--- src/pkg/ghm_pkg.sv ---
// Package of constants and types for the gyro health monitor
`default_nettype none
package ghm_pkg;
    // Calibration store geometry
    localparam int CAL_WORDS      = 16;
    localparam int CAL_WIDTH      = 16;
    // Rate and temperature encodings
    localparam int RATE_WIDTH     = 16;
    localparam int TEMP_WIDTH     = 10;
    localparam logic [RATE_WIDTH-1:0] SELF_TEST_OFFSET = 16'h12C0;
    localparam logic [TEMP_WIDTH-1:0] TEMP_CODE_25C    = 10'h258;
    localparam logic [TEMP_WIDTH-1:0] TEMP_CODE_TOL    = 10'h014;
    localparam int TEMP_LSB_PER_C_X100 = 275;
    // Settling time of the resonance loops
    localparam int SETTLE_TIME_US = 100;
    localparam int CLK_MHZ        = 100;
    localparam int SETTLE_CYCLES  = SETTLE_TIME_US * CLK_MHZ;
    // Serial status byte fields
    localparam int ST_FAIL_BIT    = 7;
    localparam int ST_BADSUM_BIT  = 4;
    localparam int ST_SELF_BIT    = 3;
    // Interrupt status bit positions
    localparam int EV_FAIL        = 0;
    localparam int EV_BADSUM      = 1;
    localparam int EV_SELF        = 2;
    localparam int EV_N           = 3;

    typedef struct packed {
        logic over_drive;
        logic under_drive;
        logic demod_sat;
        logic quad_excess;
        logic range_sat;
    } ghm_analog_t;

    typedef struct packed {
        logic       valid;
        logic       sum_ok;
        logic       self_test;
    } ghm_cmd_t;
endpackage
`default_nettype wire

--- src/rtl/ghm_monitor.sv ---
// Health monitor: power-up checks, loop monitors, self-test, temperature and status byte
`default_nettype none
// Behaviour
// - Pass/fail output is high only while every monitored check passes.
// - Power-up parity check of calibration store; any bad word fails.
// - Power-up verification of each trim conversion stage; mismatch fails.
// - Gain loop drive above upper limit fails.
// - Gain loop level below lower limit fails.
// - Fail held during start-up until resonance loops settle.
// - Rate demodulator saturation fails.
// - Exceeding selected output range alone does not fail.
// - Excess quadrature magnitude fails.
// - Bad serial checksum sets separate status flag, not the pass/fail line.
// - Self-test adds a fixed offset to the rate output.
// - Self-test active holds pass/fail at failing level.
// - Temperature code is readable only through the serial temperature word, in digital mode.
// - Temperature code 600 at 25 C, 2.75 codes per degree.
// - Mode select high enables converter and serial functions.
// - Commands ignored while reset is held.
// - Status failure bit set when self-test enabled or health fails.
module ghm_monitor
    import ghm_pkg::*;
#(
    parameter int SETTLE_CNT = SETTLE_CYCLES
)(
    input  wire logic                  mclk,
    input  wire logic                  rst,
    // Pins from outside
    input  wire logic                  mode_digital_pin,
    input  wire logic                  self_test_pin,
    // Calibration store read port
    output logic [$clog2(CAL_WORDS)-1:0] cal_addr,
    input  wire logic [CAL_WIDTH-1:0]  cal_data,
    input  wire logic                  cal_parity,
    // Trim conversion readback
    input  wire logic [CAL_WIDTH-1:0]  trim_readback,
    // Analogue comparators
    input  wire ghm_analog_t           analog,
    input  wire logic                  loops_locked,
    // Decoded serial command
    input  wire ghm_cmd_t              cmd,
    // Raw rate and temperature samples
    input  wire logic [RATE_WIDTH-1:0] rate_raw,
    input  wire logic [TEMP_WIDTH-1:0] temp_raw,
    // Outputs
    output logic                       pass_out,
    output logic                       adc_enable,
    output logic [7:0]                 status_byte,
    output logic [RATE_WIDTH-1:0]      rate_word,
    output logic [TEMP_WIDTH-1:0]      temp_word,
    output logic                       temp_in_band,
    // Interrupt register port
    input  wire logic [1:0]            reg_addr,
    input  wire logic [7:0]            reg_wdata,
    input  wire logic                  reg_wr,
    input  wire logic                  reg_rd,
    output logic [7:0]                 reg_rdata,
    output logic                       irq
);

    // ****************************************
    // Pin synchronisers
    // ****************************************
    logic [2:0] mode_sync;
    logic [2:0] self_sync;
    logic       mode_digital;
    logic       self_pin_q;

    always_ff @(posedge mclk)
    begin
        mode_sync <= {mode_sync[1:0], mode_digital_pin};
        self_sync <= {self_sync[1:0], self_test_pin};
    end

    // A change is accepted only once stages two and three agree
    always_ff @(posedge mclk)
    begin
        if (rst)
        begin
            mode_digital <= 1'b0;
            self_pin_q   <= 1'b0;
        end
        else
        begin
            if (mode_sync[1] == mode_sync[2])
                mode_digital <= mode_sync[2];
            if (self_sync[1] == self_sync[2])
                self_pin_q <= self_sync[2];
        end
    end

    assign adc_enable = mode_digital;

    // ****************************************
    // Power-up sequencer
    // ****************************************
    typedef enum logic [2:0] {ST_LOAD, ST_TRIM, ST_SETTLE, ST_RUN} ghm_state_t;
    ghm_state_t state;
    ghm_state_t next_state;

    // Sized from the module parameter so a longer settle time never truncates
    localparam int CNT_W = $clog2(SETTLE_CNT + 1) + 1;
    logic [$clog2(CAL_WORDS)-1:0] idx;
    logic [CNT_W-1:0]             settle_cnt;
    logic                         parity_bad;
    logic                         trim_bad;

    wire last_word   = (idx == ($clog2(CAL_WORDS))'(CAL_WORDS - 1));
    wire word_par_ok = (^cal_data) == cal_parity;
    wire trim_ok     = trim_readback == cal_data;
    wire settled     = loops_locked && (settle_cnt >= CNT_W'(SETTLE_CNT));

    assign cal_addr = idx;

    always_comb
    begin
        next_state = state;
        unique case (state)
            ST_LOAD:   if (last_word) next_state = ST_TRIM;
            ST_TRIM:   if (last_word) next_state = ST_SETTLE;
            ST_SETTLE: if (settled) next_state = ST_RUN;
            // Losing lock means the loops are no longer at their set values
            ST_RUN:    if (!loops_locked) next_state = ST_SETTLE;
        endcase
    end

    always_ff @(posedge mclk)
    begin
        if (rst)
        begin
            state      <= ST_LOAD;
            idx        <= '0;
            parity_bad <= 1'b0;
            trim_bad   <= 1'b0;
            settle_cnt <= '0;
        end
        else
        begin
            state <= next_state;
            if (state == ST_LOAD || state == ST_TRIM)
                idx <= idx + 1'b1;
            if (state == ST_LOAD && !word_par_ok)
                parity_bad <= 1'b1;
            if (state == ST_TRIM && !trim_ok)
                trim_bad <= 1'b1;
            // Restart settling whenever the loops lose lock
            if (state == ST_SETTLE)
                settle_cnt <= loops_locked ? settle_cnt + 1'b1 : '0;
            else
                settle_cnt <= '0;
        end
    end

    // ****************************************
    // Health combination
    // ****************************************
    logic self_cmd;
    logic self_active;
    logic health_fail;
    logic bad_sum;

    // Range saturation is deliberately not a failure term
    assign health_fail = parity_bad || trim_bad || (state != ST_RUN)
                       || analog.over_drive
                       || analog.under_drive
                       || analog.demod_sat
                       || analog.quad_excess;
    assign self_active = mode_digital ? self_cmd : self_pin_q;

    always_ff @(posedge mclk)
    begin
        if (rst)
            pass_out <= 1'b0;
        else
            pass_out <= !(health_fail || self_active);
    end

    // ****************************************
    // Serial command intake
    // ****************************************
    // Reset is synchronous, so commands present while held are dropped
    always_ff @(posedge mclk)
    begin
        if (rst)
        begin
            self_cmd <= 1'b0;
            bad_sum  <= 1'b0;
        end
        else if (cmd.valid && mode_digital)
        begin
            bad_sum <= !cmd.sum_ok;
            if (cmd.sum_ok)
                self_cmd <= cmd.self_test;
        end
    end

    // ****************************************
    // Data path
    // ****************************************
    wire [TEMP_WIDTH-1:0] temp_lo = TEMP_CODE_25C - TEMP_CODE_TOL;
    wire [TEMP_WIDTH-1:0] temp_hi = TEMP_CODE_25C + TEMP_CODE_TOL;

    always_ff @(posedge mclk)
    begin
        if (rst)
        begin
            rate_word    <= '0;
            temp_word    <= '0;
            temp_in_band <= 1'b0;
            status_byte  <= 8'h00;
        end
        else
        begin
            rate_word <= self_active ? rate_raw + SELF_TEST_OFFSET : rate_raw;
            // Temperature leaves only through the serial word when digital
            temp_word    <= mode_digital ? temp_raw : '0;
            temp_in_band <= (temp_raw >= temp_lo) && (temp_raw <= temp_hi);
            status_byte  <= '0;
            status_byte[ST_FAIL_BIT]   <= health_fail || self_active;
            status_byte[ST_BADSUM_BIT] <= bad_sum;
            status_byte[ST_SELF_BIT]   <= self_active;
        end
    end

    // ****************************************
    // Interrupt registers
    // ****************************************
    localparam logic [1:0] ADDR_STATUS = 2'h0;
    localparam logic [1:0] ADDR_MASK   = 2'h1;
    localparam logic [1:0] ADDR_STATE  = 2'h2;

    logic [EV_N-1:0] irq_status;
    logic [EV_N-1:0] irq_mask;
    logic [EV_N-1:0] ev;
    logic [EV_N-1:0] ev_level;
    logic [EV_N-1:0] ev_level_q;

    assign ev_level[EV_FAIL]   = !pass_out;
    assign ev_level[EV_BADSUM] = bad_sum;
    assign ev_level[EV_SELF]   = self_active;

    // Each event is the rising edge of its level; history resets high so reset gives no false edge
    for (genvar g = 0; g < EV_N; g++)
    begin : g_event
        assign ev[g] = ev_level[g] && !ev_level_q[g];
    end

    wire wr_status = reg_wr && reg_addr == ADDR_STATUS;
    wire wr_mask   = reg_wr && reg_addr == ADDR_MASK;
    wire [EV_N-1:0] clr = wr_status ? reg_wdata[EV_N-1:0] : '0;

    always_ff @(posedge mclk)
    begin
        if (rst)
        begin
            irq_status <= '0;
            irq_mask   <= '0;
            ev_level_q <= '1;
            reg_rdata  <= 8'h00;
        end
        else
        begin
            ev_level_q <= ev_level;
            // A new event wins over a simultaneous clear
            irq_status <= (irq_status & ~clr) | ev;
            if (wr_mask)
                irq_mask <= reg_wdata[EV_N-1:0];
            reg_rdata <= 8'h00;
            if (reg_rd)
            begin
                unique case (reg_addr)
                    ADDR_STATUS: reg_rdata <= {5'h00, irq_status};
                    ADDR_MASK:   reg_rdata <= {5'h00, irq_mask};
                    ADDR_STATE:  reg_rdata <= status_byte;
                    default:     reg_rdata <= 8'h00;
                endcase
            end
        end
    end

    assign irq = |(irq_status & irq_mask);

endmodule
`default_nettype wire
--- config.mk ---
export PLATFORM = sky130hd
export DESIGN_NAME = ghm_monitor
export DESIGN_NICKNAME = d
export VERILOG_FILES = /design/src/pkg/ghm_pkg.sv /design/src/rtl/ghm_monitor.sv
export SDC_FILE = /design/constraint.sdc
export NUM_CORES = 1
export LEC_CHECK = 0
export BUFFER_PORTS_ARGS = -buffer_cell sky130_fd_sc_hd__buf_2
export CAP_MARGIN = 40
export CORE_MARGIN = 1.5
export CORE_UTILIZATION = 30
export DETAILED_ROUTE_END_ITERATION = 10
export RECOVER_POWER = 100
export SLEW_MARGIN = 25
export SYNTH_ARGS = -nofsm -noshare
export SYNTH_HDL_FRONTEND = slang
export SYNTH_SLANG_ARGS = --single-unit
export TNS_END_PERCENT = 1
--- constraint.sdc ---
create_clock -name mclk -period 1.7 [get_ports mclk]
set_clock_uncertainty 0.2 [all_clocks]
set_input_delay 0.34 -clock mclk [delete_from_list [all_inputs] [get_ports mclk]]
set_output_delay 0.34 -clock mclk [all_outputs]
set_load 0.005 [all_outputs]
# == Yosys cells after proc, flatten, opt, wreduce, memory -nomap -nowiden ==
# Cells that the tools add are included.
# word_totals
reg_bits,87
in_bits,84
# classes
addsub,3
order_cmp,3
eq_ne,15
n_mux,9
bitwise,8
reduce_logical,35
# op_table
op,count
case mux 8 bit (3 select lines),1
adder 16 x 13 -> 16 bit (second input constant),1
== test 16 bit,1
two-way mux 16 bit,1
XOR reduction 16 bit,1
adder 15 x 1 -> 15 bit (second input constant),1
>= comparator 15 x 14 -> 1 bit (second input constant),1
two-way mux 3 bit,5
case mux 3 bit (4 select lines),1
>= comparator 10 bit (second input constant),1
less-or-equal comparator 10 bit (second input constant),1
logical AND 1 bit,10
zero test 1 bit,8
logical OR 1 bit,8
inequality test 2 bit (second input constant),4
AND 3 bit,2
== test 3 x 2 -> 1 bit (second input constant),2
OR reduction 3 bit,2
adder 4 x 1 -> 4 bit (second input constant),1
== test 4 bit (second input constant),1
NOT 1 bit,4
AND reduction 4 bit,1
OR reduction 2 bit,2
== test 1 bit,3
10 further kinds,10

# == Depth between registers and ports, before layout ==
# logic_depth
depth_word,8
mapped_depth,7
mapped_depth_nobuf,7

# == Worst setup path after synthesis ==
# OpenSTA, ideal clock, no wires.
# synth_timing
path_kind,reg-to-reg
start,reg settle_cnt[6]
end,reg state[0]
setup_ps,128
arrival_time_ps,1575
required_time_ps,1372
slack_ps,-202
path_stages_with_launch,6
path_buffers,0
path_cell_list,dfxtp_1 > or4_1 > a211o_1 > a211o_1 > a31oi_1 > nor2_1
# synth_via
elab_chain_len,4
# synth_lines
element,line_no,rtl
"start, declared",ghm_monitor.sv:104,logic [CNT_W-1:0] settle_cnt;
"start signal, assigned",ghm_monitor.sv:148,settle_cnt <= loops_locked ? settle_cnt + 1'b1 : '0;
>= comparator 15 x 14 -> 1 bit,ghm_monitor.sv:111,wire settled = loops_locked && (settle_cnt >= CNT_W'(SETTLE_CNT));
logical AND 1 bit,ghm_monitor.sv:111,
inequality test 2 bit (no line),-,
AND reduction 4 bit (no line),-,
"end signal, assigned",ghm_monitor.sv:139,state <= next_state;
"end, declared",ghm_monitor.sv:98,ghm_state_t state;
# No other way between the ends.
# A chain may end at the register's enable or synchronous reset.

# == Worst setup path in the final report ==
# layout_timing
start,reg settle_cnt[7]
end,reg state[0]
# The elaborated chain is that of the path after synthesis.

==> results summary <==
The number of setup buffers added after CTS came out at 0. The detailed-route DRC error count is 0. The tightest hold margin came out at 0.0255 ns. The area of the core is 0.0103 sq mm.

In this run the cell area measured after placement is 0.00406 sq mm. The min-delay analysis places its worst path in the category input port to register. The number of distinct library cells after synthesis is 43. Among all stages on the critical path, the largest delay is contributed by sky130_fd_sc_hd__or4_4.

In this run the tightest slew margin relative to its limit is 55.6%. Of the total power, the share spent switching nets is 26.3%. The tool flagged a number of max-cap violations equal to 0. The number of enable flip-flop cells after synthesis came out at 0. The total power came out at 3720 uW. STA classifies the critical path startpoint as a register. The CTS tree is done.

The most used flip-flop cell after synthesis is sky130_fd_sc_hd__dfxtp_1. By count the netlist is led by sky130_fd_sc_hd__dfxtp_1, sky130_fd_sc_hd__nor2_1, sky130_fd_sc_hd__xor2_1, sky130_fd_sc_hd__xnor2_1. The sum of met2 wire segment lengths after detailed routing came out at 3.31 mm. The data required time of the worst path is 1.75 ns. The checks that failed: negative setup slack. In this run, placement finished with an instance count of 600. The multi-input combinational cell area is 0.00151 sq mm. The detail-routed via count per cell is 4.28.

The count of pins over their slew limit is 0. In the final routing, the length of wire on met1 measures 3.04 mm. The top-area cell type share of the netlist area is 49.3%. The first global-routing pass estimated 11.3 mm of wire. The register bit count reported by yosys came out at 79. The net count of the finished layout is 581. The number of antenna cells inserted is 0. The share of the cycle needed by the critical path after routing came out at 108%. The number of clock buffers inserted by TritonCTS came out at 9. The count of nets left with antenna violations once routing finished came out at 0. In this run the mean area of a mapped cell was 9.60 sq um.

Setup repair after global routing could not meet its margin everywhere. The number of filler instances in the final layout is 1028. Cell internal power was estimated by the tool at 2740 uW. Routed signal wires occupy layers up through met4. The worst setup path is captured at a register. The post-route netlist has 27.1% of its cells at a drive strength greater than 1. The clock period minus final worst setup slack is 1.84 ns.

The remaining global-route overflow is 0. The sequential cell area came out at 0.00158 sq mm. Sequential cells account for 52.6% of the total power. After clock tree synthesis, the clock-pin slew on the worst setup and hold paths is 0.09 ns. The area of the die is 0.0113 sq mm. By startpoint and endpoint, the worst setup path is classified as register to register.

The first-pass iteration count of the detailed router came out at 4. Of the total power, the clock network draws 35.0%. The via count of the first global-routing pass came out at 2692.

The largest total area in the synthesized netlist belongs to sky130_fd_sc_hd__dfxtp_1. The horizontal die dimension is 106 um. The final weighted congestion of routability-driven global placement came out at 0.807. The clock net in this run drives a total of 79 sinks. The cell area after technology mapping is 0.00321 sq mm. Traced cell by cell, the critical path runs through or4_4 -> a211o_1 -> a211o_1 -> a31oi_1 -> nor2_1.

The number of buffers and inverters on the critical path is 0. After detailed routing, the average wire length per cell comes to 10.8 um. In this design, the largest share of critical-path delay is due to compound AO/OA/AOI/OAI gates. The post-layout instance count excluding filler cells is 634. The later pin in the worst-skew pair is clocked with a latency of 0.35 ns. The row count came out at 37. The power per cell area is 848 mW/mm^2. In this run the clock root is driven by a sky130_fd_sc_hd__clkbuf_8.

The pin count of the biggest net entering global routing came out at 22. The number of placed I/O pins is 134. The run finished, with violations left.

Once layout is done, the placed cells without fillers occupy 0.00439 sq mm. Sequential cells were found to cover 49.3% of the synthesized design area. Yosys instantiated no cell more often than sky130_fd_sc_hd__dfxtp_1.

The routed via count came out at 2711. The slew of the pin with the lowest slew margin came out at 0.666 ns. The half-perimeter wire length of the detailed placement result is 5.20 mm.

The met3 wire length is 391 um. The worst ir drop on vdd is 0.339 mV. In this run the worst path has a maximum fanout of 2. The global routing usage summed across all routing layers is 12.6%. The initial detailed-routing violation count is 77. In this run the power spent charging and discharging nets is 976 uW. The final core utilization is 42.5%. The leakage dissipation is 0.00193 uW.

Yosys printed 0 warnings. The longest individual stage delay on the worst path came out at 0.52 ns. The post-route worst setup slack came out at -0.136 ns. The floorplan step set the die height to 106 um. By area the synthesized netlist is led by sky130_fd_sc_hd__dfxtp_1, sky130_fd_sc_hd__xor2_1, sky130_fd_sc_hd__nor2_1, sky130_fd_sc_hd__xnor2_1, sky130_fd_sc_hd__mux2i_1. In the synthesized netlist the async set-or-reset flop fraction comes to 0%. CTS built an H-tree with a depth of 3.

The fmax is 0.545 GHz. The number of buffers added on ports is 120. The number of setup violations in the final report came out at 2. The final layout contains routed wiring with a total length of 6.83 mm. The post-synthesis instance total is 334. The part of the total power dissipated in combinational logic is 12.4%. The data arrival time of the critical path is 1.89 ns.

The starting utilization of the core area is 31.1%. The layout-stage area growth over the synthesis result came out at 36.8%. Counting stages on the worst path, the most repeated cell is sky130_fd_sc_hd__a211o_1.

The number of buffers on the longest clock path is 2. The total count of hold-check failures in the final report was 0. The number of antenna violations at the first check in global routing is 0.
## kinds of logic after synthesis
logic type	after synthesis	synth area share [%]
AND/OR/NAND/NOR	128	20.4
flip-flops	79	49.3
buffers and inverters	27	4.33
other	1	0.117
multiplexers	10	3.16
AO/OA/AOI/OAI	35	6.56
adder cells (fa/ha/maj)	4	1.56
XOR/XNOR	50	14.5
## cells in the final DEF, fill, tap and decap left out, types with 11 or more instances in the layout
cell type                       instances
sky130_fd_sc_hd__buf_2                 93
sky130_fd_sc_hd__dfxtp_1               78
sky130_fd_sc_hd__xnor2_1               17
sky130_fd_sc_hd__dlygate4sd3_1         18
sky130_fd_sc_hd__nand2_1               15
sky130_fd_sc_hd__nor2_1                46
sky130_fd_sc_hd__xor2_1                31
sky130_fd_sc_hd__nor2b_1               11
sky130_fd_sc_hd__buf_4                 15
sky130_fd_sc_hd__a21oi_1               15
sky130_fd_sc_hd__clkbuf_1              29
## worst reg2reg max path: stages, from the launching register on
cell,delay [ns]
sky130_fd_sc_hd__dfxtp_2,0.33
sky130_fd_sc_hd__or4_4,0.52
sky130_fd_sc_hd__a211o_1,0.27
sky130_fd_sc_hd__a211o_1,0.25
sky130_fd_sc_hd__a31oi_1,0.12
sky130_fd_sc_hd__nor2_1,0.05
## layout make-up
class                      count  share of cell area [%]
sequential                    79                    36.1
multi-input combinational    234                    34.5
timing repair buffer         159                    20.3
tap                          136                    3.88
clock buffer                   9                    2.82
clock inverter                 7                    1.48
inverter                      10                   0.856
## final timing paths
kind / startpoint / to / slack, ns / cells after the start
worst max-delay path: settle_cnt[7] / state[0] / -0.14 / 5
worst min-delay path: cmd[0] / self_cmd / 0.03 / 3
worst max register to register: settle_cnt[7] / state[0] / -0.14 / 5
worst min register to register: self_sync[0] / self_sync[1] / 0.14 / 0
## registers in the layout, summed over array words and instances, names as in the netlist, 4 cells and up
register / flops
cal_addr: 4
rate_word: 16
reg_rdata: 6
settle_cnt: 15
temp_word: 10
## through the flow
stage	setup slack [ns]	setup TNS, ns
finish	-0.136	-0.215
global route	-0.228	-0.661
CTS	-0.170	-0.265
detailed placement	-0.158	-0.208
global placement	-0.165	-0.166
floorplan	-0.121	-1.02
## power groups by stage
| stage | Combinational [uW] | Clock (uW) | Sequential, uW |
|---|---|---|---|
| 6_report | 460 | 1300 | 1960 |
| 3_5_place_dp | 442 | 0 | 2000 |
| 2_1_floorplan | 244 | 0 | 2000 |
| 3_3_place_gp | 436 | 0 | 2000 |
| 4_1_cts | 477 | 1360 | 1960 |
| 5_1_grt | 511 | 1460 | 1970 |
## per-layer routing
layer | vias to the layer above | track usage [%]
met1 | 1220 | 14.3
li1 | 1417 | -
met2 | 65 | 21.9
met4 | 0 | 4.83
met3 | 9 | 3.86
met5 | - | 0
## repair_timing
action	4_1_cts	5_1_grt
resized for setup	0	4
hold endpoints to repair	18	0
pin swaps	0	1
endpoints found under the setup margin	2	10
hold buffers	18	0
Power figures use the tool's default switching activity.
